[config.mk]
export PLATFORM = sky130hd
export DESIGN_NAME = three_wire_eeprom_master
export DESIGN_NICKNAME = d
export VERILOG_FILES = /design/src/verilog/eeprom_pkg.sv /design/src/verilog/three_wire_eeprom_master.sv
export VERILOG_INCLUDE_DIRS = /design/src /design/src/verilog
export SDC_FILE = /design/constraint.sdc
export NUM_CORES = 1
export LEC_CHECK = 0
export BUFFER_PORTS_ARGS = -buffer_cell sky130_fd_sc_hd__clkbuf_2
export CAP_MARGIN = 15
export CELL_PAD_IN_SITES_DETAIL_PLACEMENT = 1
export CELL_PAD_IN_SITES_GLOBAL_PLACEMENT = 1
export CORE_ASPECT_RATIO = 0.8
export CORE_MARGIN = 3
export CORE_UTILIZATION = 50
export DETAILED_ROUTE_END_ITERATION = 16
export PLACE_DENSITY = 0.84
export SYNTH_ARGS = -nofsm -noshare
export SYNTH_HDL_FRONTEND = slang
export SYNTH_SLANG_ARGS = --single-unit
[constraint.sdc]
create_clock -name core_clk -period 3.66 [get_ports core_clk]
set_clock_uncertainty 0.15 [all_clocks]
set_input_delay 0.366 -clock core_clk [delete_from_list [all_inputs] [get_ports core_clk]]
set_output_delay 0.366 -clock core_clk [all_outputs]
set_load 0.05 [all_outputs]
[src/verilog/eeprom_defs.svh]
`ifndef EEPROM_DEFS_SVH
`define EEPROM_DEFS_SVH
// Timing base
`define CLK_PERIOD_NS 10
`define BIT_RATE_BPS 500000
`define HALF_BIT_NS (1000000000 / `BIT_RATE_BPS / 2)
`define HALF_BIT_CYC (`HALF_BIT_NS / `CLK_PERIOD_NS)
`define SEL_SETUP_NS 50
`define SEL_SETUP_CYC ((`SEL_SETUP_NS + `CLK_PERIOD_NS - 1) / `CLK_PERIOD_NS)
`define POLL_LOW_NS 250
`define POLL_LOW_CYC ((`POLL_LOW_NS + `CLK_PERIOD_NS - 1) / `CLK_PERIOD_NS)
// Frame layout
`define BYTE_BITS 8
`define FRAME_BYTES 4
`define WORD_COUNT 64
`define LAST_ADDR 6'h3f
`define FRAME_ENABLE 32'h0000_0130
`define FRAME_ERASE 32'h0000_0120
`define WRITE_LEAD 8'h01
`define WRITE_OP 2'b01
`define READ_LEAD 8'h02
`define READ_OP_TAIL 1'b1
`define READ_FILL 16'hffff
`define FIRST_DATA_BYTE 2'h2
`endif

[src/verilog/eeprom_pkg.sv]
package eeprom_pkg;
   typedef enum logic [1:0] {
      B_IDLE = 2'b00,
      B_LOW = 2'b01,
      B_HIGH = 2'b10
   } byte_state_e;
   typedef enum logic [2:0] {
      S_IDLE = 3'b000,
      S_LOAD = 3'b001,
      S_CSUP = 3'b010,
      S_XFER = 3'b011,
      S_PLOW = 3'b100,
      S_PUP = 3'b101,
      S_ADV = 3'b110,
      S_DONE = 3'b111
   } seq_state_e;
   typedef enum logic [1:0] {
      C_ENABLE = 2'b00,
      C_ERASE = 2'b01,
      C_WRITE = 2'b10,
      C_READ = 2'b11
   } cmd_e;
   typedef struct packed {
      logic select_port_pin;
      logic serial_clock_out;
      logic serial_data_out;
   } link_s;
   typedef struct packed {
      logic busy;
      logic done;
      logic [6:0] mismatches;
   } status_s;
endpackage

[src/verilog/three_wire_eeprom_master.sv]
`timescale 1ns/1ps
`include "eeprom_defs.svh"
// What this block does
// - Data changes on falling clock, stable across the rising edge where EEPROM samples.
// - Every transfer is exactly eight bits; frames are byte sequences.
// - Bytes go out and come in most significant bit first.
// - Serial clock runs at 500 kbps from the core clock.
// - Serial clock rests low when idle and before the first transfer.
// - Serial data output rests low when idle and before the first transfer.
// - A transfer-end pulse follows each byte; the next byte of the same frame starts from it.
// - Bytes start only on the internal trigger, never from outside events.
// - Every byte sent also captures one byte from the EEPROM.
// - Link is half-duplex; command bits ignore input, read bits send ones.
// - Write-enable is sent before erase-all and any write.
// - After erase-all, drop select, wait, sample status until high.
// - Each write is polled likewise; 64 writes cover addresses 0 to 63.
// - Write frame: start bit, two-bit opcode, six-bit address, sixteen data bits.
// - Write bytes: 01h, opcode 01 plus address, data high, data low.
// - Read frame: start, opcode, address, zero dummy, sixteen filler ones.
// - Read bytes: 02h, one-address-zero, FFh, FFh; last two bytes hold the word.
// - 64 reads in address order, each word stored and compared.
// - Reads sample on the rising edge, relying on the EEPROM output delay.
// - Optionally sample on the falling edge from the third read byte.
// - Select is active high.
// - Polling holds select low at least 250 ns, then raises it and reads status.
// - At least 50 ns from select high to the first clock edge.
module three_wire_eeprom_master
   import eeprom_pkg::*;
#(
   parameter int HALF_BIT = `HALF_BIT_CYC,
   parameter int SETUP = `SEL_SETUP_CYC,
   parameter int POLL_LOW = `POLL_LOW_CYC
) (
   // Clock and reset
   input wire logic core_clk,
   input wire logic resetn,
   // Control
   input wire logic run_start,
   input wire logic rx_type2_en,
   input wire logic [15:0] data_seed,
   // Readback port
   input wire logic [5:0] rd_addr,
   output logic [15:0] rd_word_r,
   // Status
   output status_s status_r,
   output logic transfer_end_irq,
   // Link
   output link_s link_r,
   input wire logic serial_data_in
);
   byte_state_e bstate_r;
   seq_state_e sstate_r;
   cmd_e cmd_r;
   logic [7:0] hcnt_r;
   logic [2:0] bcnt_r;
   logic [7:0] tx_r;
   logic [7:0] rx_r;
   logic [31:0] frame_r;
   logic [1:0] bidx_r;
   logic byte_go_r;
   logic ready_r;
   logic [7:0] wcnt_r;
   logic [5:0] addr_r;
   logic [15:0] rword_r;
   logic [15:0] mem_r [0:`WORD_COUNT-1];
   // Pins kept as separate flops so each has a single driving process
   logic sel_r;
   logic sck_r;
   logic sdo_r;
   logic fall_din_r;

   assign link_r = {sel_r, sck_r, sdo_r};

   wire half_end = (hcnt_r == 8'(HALF_BIT - 1));
   wire last_bit = (bcnt_r == 3'h7);
   wire [15:0] wdata = data_seed + {10'h0, addr_r};
   // Falling-edge sampling only where the EEPROM is actually driving data
   wire late = rx_type2_en && (cmd_r == C_READ) && (bidx_r >= `FIRST_DATA_BYTE);
   // Fall sample is half a bit ahead of the rise, before the output moves again
   wire rx_bit = late ? fall_din_r : serial_data_in;
   wire [7:0] rx_shift = {rx_r[6:0], rx_bit};
   wire [31:0] frame_build =
      (cmd_r == C_ENABLE) ? `FRAME_ENABLE :
      (cmd_r == C_ERASE) ? `FRAME_ERASE :
      (cmd_r == C_WRITE) ? {`WRITE_LEAD, `WRITE_OP, addr_r, wdata} :
      {`READ_LEAD, `READ_OP_TAIL, addr_r, 1'b0, `READ_FILL};
   wire polling = (cmd_r == C_ERASE) || (cmd_r == C_WRITE);
   wire wait_done = (wcnt_r == 8'(POLL_LOW - 1));
   wire setup_done = (wcnt_r == 8'(SETUP - 1));

   // Byte shifter
   always_ff @(posedge core_clk or negedge resetn) begin
      if (!resetn) begin
         bstate_r <= B_IDLE;
         hcnt_r <= 8'h0;
         bcnt_r <= 3'h0;
         tx_r <= 8'h0;
         rx_r <= 8'h0;
         transfer_end_irq <= 1'b0;
         fall_din_r <= 1'b0;
         sck_r <= 1'b0;
         sdo_r <= 1'b0;
      end else begin
         transfer_end_irq <= 1'b0;
         unique case (bstate_r)
            B_IDLE: begin
               if (byte_go_r) begin
                  tx_r <= frame_r[31:24];
                  sdo_r <= frame_r[31];
                  hcnt_r <= 8'h0;
                  bcnt_r <= 3'h0;
                  bstate_r <= B_LOW;
               end
            end
            B_LOW: begin
               hcnt_r <= half_end ? 8'h0 : hcnt_r + 8'h1;
               if (half_end) begin
                  sck_r <= 1'b1;
                  rx_r <= rx_shift;
                  bstate_r <= B_HIGH;
               end
            end
            B_HIGH: begin
               hcnt_r <= half_end ? 8'h0 : hcnt_r + 8'h1;
               if (half_end) begin
                  sck_r <= 1'b0;
                  fall_din_r <= serial_data_in;
                  if (last_bit) begin
                     transfer_end_irq <= 1'b1;
                     sdo_r <= 1'b0;
                     bstate_r <= B_IDLE;
                  end else begin
                     bcnt_r <= bcnt_r + 3'h1;
                     tx_r <= {tx_r[6:0], 1'b0};
                     sdo_r <= tx_r[6];
                     bstate_r <= B_LOW;
                  end
               end
            end
            default: bstate_r <= B_IDLE;
         endcase
      end
   end

   // Command sequencer
   always_ff @(posedge core_clk or negedge resetn) begin
      if (!resetn) begin
         sstate_r <= S_IDLE;
         cmd_r <= C_ENABLE;
         frame_r <= 32'h0;
         bidx_r <= 2'h0;
         byte_go_r <= 1'b0;
         ready_r <= 1'b0;
         wcnt_r <= 8'h0;
         addr_r <= 6'h0;
         rword_r <= 16'h0;
         sel_r <= 1'b0;
         status_r <= '0;
      end else begin
         byte_go_r <= 1'b0;
         unique case (sstate_r)
            S_IDLE: begin
               if (run_start) begin
                  cmd_r <= C_ENABLE;
                  addr_r <= 6'h0;
                  status_r <= '0;
                  status_r.busy <= 1'b1;
                  sstate_r <= S_LOAD;
               end
            end
            S_LOAD: begin
               frame_r <= frame_build;
               sel_r <= 1'b1;
               wcnt_r <= 8'h0;
               bidx_r <= 2'h0;
               sstate_r <= S_CSUP;
            end
            S_CSUP: begin
               wcnt_r <= wcnt_r + 8'h1;
               if (setup_done) begin
                  byte_go_r <= 1'b1;
                  sstate_r <= S_XFER;
               end
            end
            S_XFER: begin
               if (byte_go_r) begin
                  frame_r <= {frame_r[23:0], 8'h0};
               end
               if (transfer_end_irq) begin
                  if (cmd_r == C_READ && bidx_r >= `FIRST_DATA_BYTE) begin
                     rword_r <= {rword_r[7:0], rx_r};
                  end
                  if (bidx_r == 2'(`FRAME_BYTES - 1)) begin
                     sel_r <= 1'b0;
                     wcnt_r <= 8'h0;
                     ready_r <= 1'b0;
                     sstate_r <= S_PLOW;
                  end else begin
                     bidx_r <= bidx_r + 2'h1;
                     byte_go_r <= 1'b1;
                  end
               end
            end
            S_PLOW: begin
               wcnt_r <= wcnt_r + 8'h1;
               if (wait_done) begin
                  wcnt_r <= 8'h0;
                  if (polling && !ready_r) begin
                     sel_r <= 1'b1;
                     sstate_r <= S_PUP;
                  end else begin
                     sstate_r <= S_ADV;
                  end
               end
            end
            S_PUP: begin
               wcnt_r <= wcnt_r + 8'h1;
               if (setup_done) begin
                  ready_r <= serial_data_in;
                  sel_r <= 1'b0;
                  wcnt_r <= 8'h0;
                  sstate_r <= S_PLOW;
               end
            end
            S_ADV: begin
               sstate_r <= S_LOAD;
               unique case (cmd_r)
                  C_ENABLE: cmd_r <= C_ERASE;
                  C_ERASE: cmd_r <= C_WRITE;
                  C_WRITE: begin
                     addr_r <= addr_r + 6'h1;
                     if (addr_r == `LAST_ADDR) begin
                        cmd_r <= C_READ;
                     end
                  end
                  C_READ: begin
                     addr_r <= addr_r + 6'h1;
                     if (rword_r != wdata) begin
                        status_r.mismatches <= status_r.mismatches + 7'h1;
                     end
                     if (addr_r == `LAST_ADDR) begin
                        sstate_r <= S_DONE;
                     end
                  end
               endcase
            end
            S_DONE: begin
               status_r.busy <= 1'b0;
               status_r.done <= 1'b1;
               sstate_r <= S_IDLE;
            end
         endcase
      end
   end

   // Readback store; no reset so it maps to RAM
   always_ff @(posedge core_clk) begin
      if (sstate_r == S_ADV && cmd_r == C_READ) begin
         mem_r[addr_r] <= rword_r;
      end
      rd_word_r <= mem_r[rd_addr];
   end

   // Checking helpers
   logic [7:0] hi_cnt_r;
   logic [3:0] rise_cnt_r;
   logic [7:0] low_cnt_r;
   always_ff @(posedge core_clk or negedge resetn) begin
      if (!resetn) begin
         hi_cnt_r <= 8'h0;
         rise_cnt_r <= 4'h0;
         low_cnt_r <= 8'hff;
      end else begin
         hi_cnt_r <= link_r.serial_clock_out ? hi_cnt_r + 8'h1 : 8'h0;
         if (byte_go_r) begin
            rise_cnt_r <= 4'h0;
         end else if (link_r.serial_clock_out && hcnt_r == 8'h0 && bstate_r == B_HIGH) begin
            rise_cnt_r <= rise_cnt_r + 4'h1;
         end
         if (link_r.select_port_pin) begin
            low_cnt_r <= 8'h0;
         end else if (low_cnt_r != 8'hff) begin
            low_cnt_r <= low_cnt_r + 8'h1;
         end
      end
   end

   AST_SCK_IDLE_LOW: assert property (@(posedge core_clk) disable iff (!resetn)
      bstate_r == B_IDLE |-> !link_r.serial_clock_out) else $error("clock not low while idle");
   AST_SDO_IDLE_LOW: assert property (@(posedge core_clk) disable iff (!resetn)
      bstate_r == B_IDLE |-> !link_r.serial_data_out) else $error("data not low while idle");
   AST_HALF_BIT: assert property (@(posedge core_clk) disable iff (!resetn)
      $fell(link_r.serial_clock_out) |-> hi_cnt_r == 8'(HALF_BIT)) else $error("bad clock high time");
   AST_EIGHT_BITS: assert property (@(posedge core_clk) disable iff (!resetn)
      transfer_end_irq |-> rise_cnt_r == 4'h8) else $error("byte not eight clocks");
   AST_IRQ_PULSE: assert property (@(posedge core_clk) disable iff (!resetn)
      transfer_end_irq |=> !transfer_end_irq) else $error("end pulse too long");
   AST_SDO_STABLE: assert property (@(posedge core_clk) disable iff (!resetn)
      $rose(link_r.serial_clock_out) |-> $stable(link_r.serial_data_out)) else $error("data moved at rise");
   AST_MSB_FIRST: assert property (@(posedge core_clk) disable iff (!resetn)
      bstate_r == B_IDLE && byte_go_r |=> link_r.serial_data_out == tx_r[7]) else $error("msb not first");
   AST_CS_SETUP: assert property (@(posedge core_clk) disable iff (!resetn)
      $rose(link_r.select_port_pin) |-> !link_r.serial_clock_out [*5]) else $error("clock too soon");
   AST_CS_FRAME: assert property (@(posedge core_clk) disable iff (!resetn)
      bstate_r != B_IDLE |-> link_r.select_port_pin) else $error("select low in byte");
   AST_POLL_LOW: assert property (@(posedge core_clk) disable iff (!resetn)
      $rose(link_r.select_port_pin) |-> $past(low_cnt_r) >= 8'(POLL_LOW - 1)) else $error("select low too short");
   AST_SW_START: assert property (@(posedge core_clk) disable iff (!resetn)
      $past(bstate_r) == B_IDLE && bstate_r == B_LOW |-> $past(byte_go_r)) else $error("untriggered byte");
endmodule

==> flow_metrics.env <==
export IMPL_max_stage_delay_ns=0.56
export IMPL_drive_gt1_share_pct=30.70
export IMPL_syn_area_um2=45530
export IMPL_track_usage_pct=27.10
export IMPL_synth_xor_area_share_pct=0.8766
export IMPL_drtPass1Iterations=5
export IMPL_synthTopCellsByArea="edfxtp_1 (68%), mux4_2 (17%), dfrtp_1 (6.2%)"
export IMPL_die_area_um2=94740
export IMPL_cp_data_arrival_time_ns=3.98
export IMPL_clock_latency_ns=0.70
export IMPL_nets=2458
export IMPL_vias_per_cell=6.492
export IMPL_setup_ws_ns=0.09979
export IMPL_dpl_cell_area_um2=48320
export IMPL_post_synth_fa_ha_maj_area_fraction_pct=0.6760
export IMPL_peakVddDrop_uv=397.2
export IMPL_synth_top_area_share_pct=67.54
export IMPL_area_growth_pct=14.49
export IMPL_grt_pass1_wl_um=183500
export IMPL_netlist_instances=2190
export IMPL_dp_hpwl_um=72540
export IMPL_crit_buf_inv=0
export IMPL_worst_slew_pin_slew_ns=1.114
export IMPL_root_buffer="clkbuf_16"
export IMPL_synth_compound_area_share_pct=2.459
export IMPL_p_leak_nw=14.49
export IMPL_synth_top_family_by_area="multiplexers"
export IMPL_fin_cells=3699
export IMPL_cts_max_path_buffers=3
export IMPL_wirelength_um=125100
export IMPL_post_route_min_period_ns=3.560
export IMPL_yosysTopAreaCell="edfxtp_1"
export IMPL_cts_sinks=1153
export IMPL_setup_viol=0
export IMPL_ff2ff_path_depth=10
export IMPL_p_per_area_nw_per_um2=506.3
export IMPL_worstPathMaxFanout=7
export IMPL_antenna_found_initial=5
export IMPL_finalPower_w=0.02640
export IMPL_ys_ff_latch=1153
export IMPL_cp_slowest_cell="or4_4"
export IMPL_vias=24020
export IMPL_r2r_start="addr_r[0]"
export IMPL_synthSimpleGateAreaFrac_pct=2.850
export IMPL_clk_pin_slew_worst_paths_ns=0.07
export IMPL_r2r_slack_ns=0.1
export IMPL_crit_chain="ha_1 > fa_2 > a21o_1 > a221oi_4 > nor3_2 > xnor2_1 > o21ai_0 > or4_4 > or3_4 > a41o_1"
export IMPL_dpl_worst_slack_ns=-0.2798
export IMPL_end_kind="flop"
export IMPL_htree_num_levels=3
export IMPL_status="finished clean"
export IMPL_grt_use_met1_pct=37.05
export IMPL_required_ns=4.08
export IMPL_hold_violations=0
export IMPL_grt_use_met3_pct=5.487
export IMPL_drv_cap=0
export IMPL_fmax_ghz=0.2809
export IMPL_slew_headroom_pct=25.76
export IMPL_die_h_um=275.9
export IMPL_period_share_pct=97.27
export IMPL_busiest_layer="met2"
export IMPL_finalSetupTns_ns=0
export IMPL_num_io_pins=56
export IMPL_synth_edf_count=1024
export IMPL_yosys_cell_types_count=66
export IMPL_gp_congestion=0.8571
export IMPL_syn_area_per_cell_um2=20.79
export IMPL_numCtsBuffers=110
export IMPL_grt_start_max_net_pins=70
export IMPL_dieWidth_um=343.4
export IMPL_initial_core_util_pct=50.73
export IMPL_hp_class="in2reg"
export IMPL_drtIter0Drc=3292
export IMPL_grt_overflow=0
export IMPL_placed_cells=3489
export IMPL_worstHoldEndpoint="frame_r[15]"
export IMPL_path_class="reg2reg"
export IMPL_portBuffers=55
export IMPL_setup_worst_path_start_class="flop"
export IMPL_core_um2=89760
export IMPL_drcViolationCount=0
export IMPL_yosys_top_cells_count="edfxtp_1 (1,024), mux4_2 (336), nor2_1 (127)"
export IMPL_slew_violations=0
export IMPL_synth_fp_nets=2241
export IMPL_synthMuxAreaShare_pct=17.50
export IMPL_cts_tree="built"
export IMPL_synth_seq_area_share_pct=74.45
export IMPL_async_flop_share_pct=9.801
export IMPL_rsz0062_at_grt="no"
export IMPL_rows=98
export IMPL_ys_flop_type="edfxtp_1"
export IMPL_first_global_vias=25550
export IMPL_yosys_warnings=0
export IMPL_whs_path_depth=4
export IMPL_wl_per_cell_um=33.83
export IMPL_antenna_left=0
export IMPL_timing_rr_end="status_r[1]"
export IMPL_hold_path_startpoint="data_seed[15]"
export IMPL_grt_use_met2_pct=44.52
export IMPL_stdcell_area_um2=52130
export IMPL_synth_most_common_cell="edfxtp_1"
export IMPL_n_fill_cell=7666
export IMPL_crit_family="simple AND/OR/NAND/NOR gates"
-- cells by family after synthesis --
logic type      count (synthesis)
xor+xnor                       44
flops                        1153
mux                           373
fa+ha+maj                      24
buf+inv                       137
compound gates                172
simple gates                  287
-- area by class of cell --
cell class	instances	area (µm²)	share of cell area, %
antenna	1	2.502	0.004800
clock buffer	134	2907	5.576
clock inverter	69	769.5	1.476
inverter	28	105.1	0.2016
multi-input combinational	900	11170	21.42
sequential	1153	33920	65.06
tap	1200	1501	2.880
timing repair buffer	214	1759	3.375
-- power by group --
group | switching (W) | internal, W | leakage (nW)
Sequential | 0.00000350 | 0.0141 | 8.64
Clock | 0.00497 | 0.00671 | 1.77
Combinational | 0.000340 | 0.000243 | 4.08
-- registers in the layout, indices dropped and copies added (netlist names), 2 cells and up --
register / count
rword_r: 16
status_r: 9
mem_r: 1024
cmd_r: 2
rx_r: 8
hcnt_r: 8
rd_word_r: 16
bstate_r: 2
tx_r: 7
addr_r: 6
sstate_r: 3
wcnt_r: 8
frame_r: 32
bidx_r: 2
bcnt_r: 3
-- per-layer routing --
metal / share of wire (%) / up-vias / wire length [µm]
met1: 37 / 12800 / 46760
met2: 49 / 1465 / 61890
met3: 9.7 / 269 / 12200
li1: - / 9475 / -
met4: 3.4 / 4 / 4282
met5: 0.021 / - / 26
-- worst reg2reg max path, cell delays in order, from the launching register on --
cell and delay (ns):
dfrtp_1 0.39, ha_1 0.22, fa_2 0.36, a21o_1 0.21, a221oi_4 0.45, nor3_2 0.15, xnor2_1 0.20, o21ai_0 0.13
or4_4 0.56, or3_4 0.39, a41o_1 0.26
-- cell usage in the layout (no fill, tap or decap), drive strengths merged, types with 18 or more instances in the layout --
master  instances
edfxtp       1024
mux4          336
clkbuf        184
buf           159
nor2          127
dfrtp         113
nand2          71
o21ai          52
a21oi          46
clkinv         44
inv            29
xnor2          25
mux2           24
ha             23
nand3          20
xor2           18
-- stage by stage --
step	utilization, %	hold slack (ns)
2_1_floorplan	-	-0.07959
3_3_place_gp	53.84	0.3086
3_5_place_dp	53.84	0.3240
4_1_cts	58.01	0.06773
5_1_grt	58.08	0.1074
6_report	58.08	0.1193
-- repair_timing --
action	in CTS	in global routing
pin swaps	0	3
hold endpoints to repair	68	0
buffers inserted	0	1
gates resized for setup	4	9
hold buffers	5	0
endpoints found under the setup margin	7	7
-- how the worst max path moves through the flow --
stage / cells past startpoint / startpoint / endpoint
3_3_place_gp: 11 / data_seed[0] / status_r[1]
5_1_grt: 10 / addr_r[0] / status_r[1]
2_1_floorplan: 12 / addr_r[0] / status_r[0]
4_1_cts: 10 / addr_r[0] / status_r[1]
3_5_place_dp: 11 / data_seed[0] / status_r[1]
6_report: 10 / addr_r[0] / status_r[1]
No activity file was read; power rests on OpenSTA's default activity.
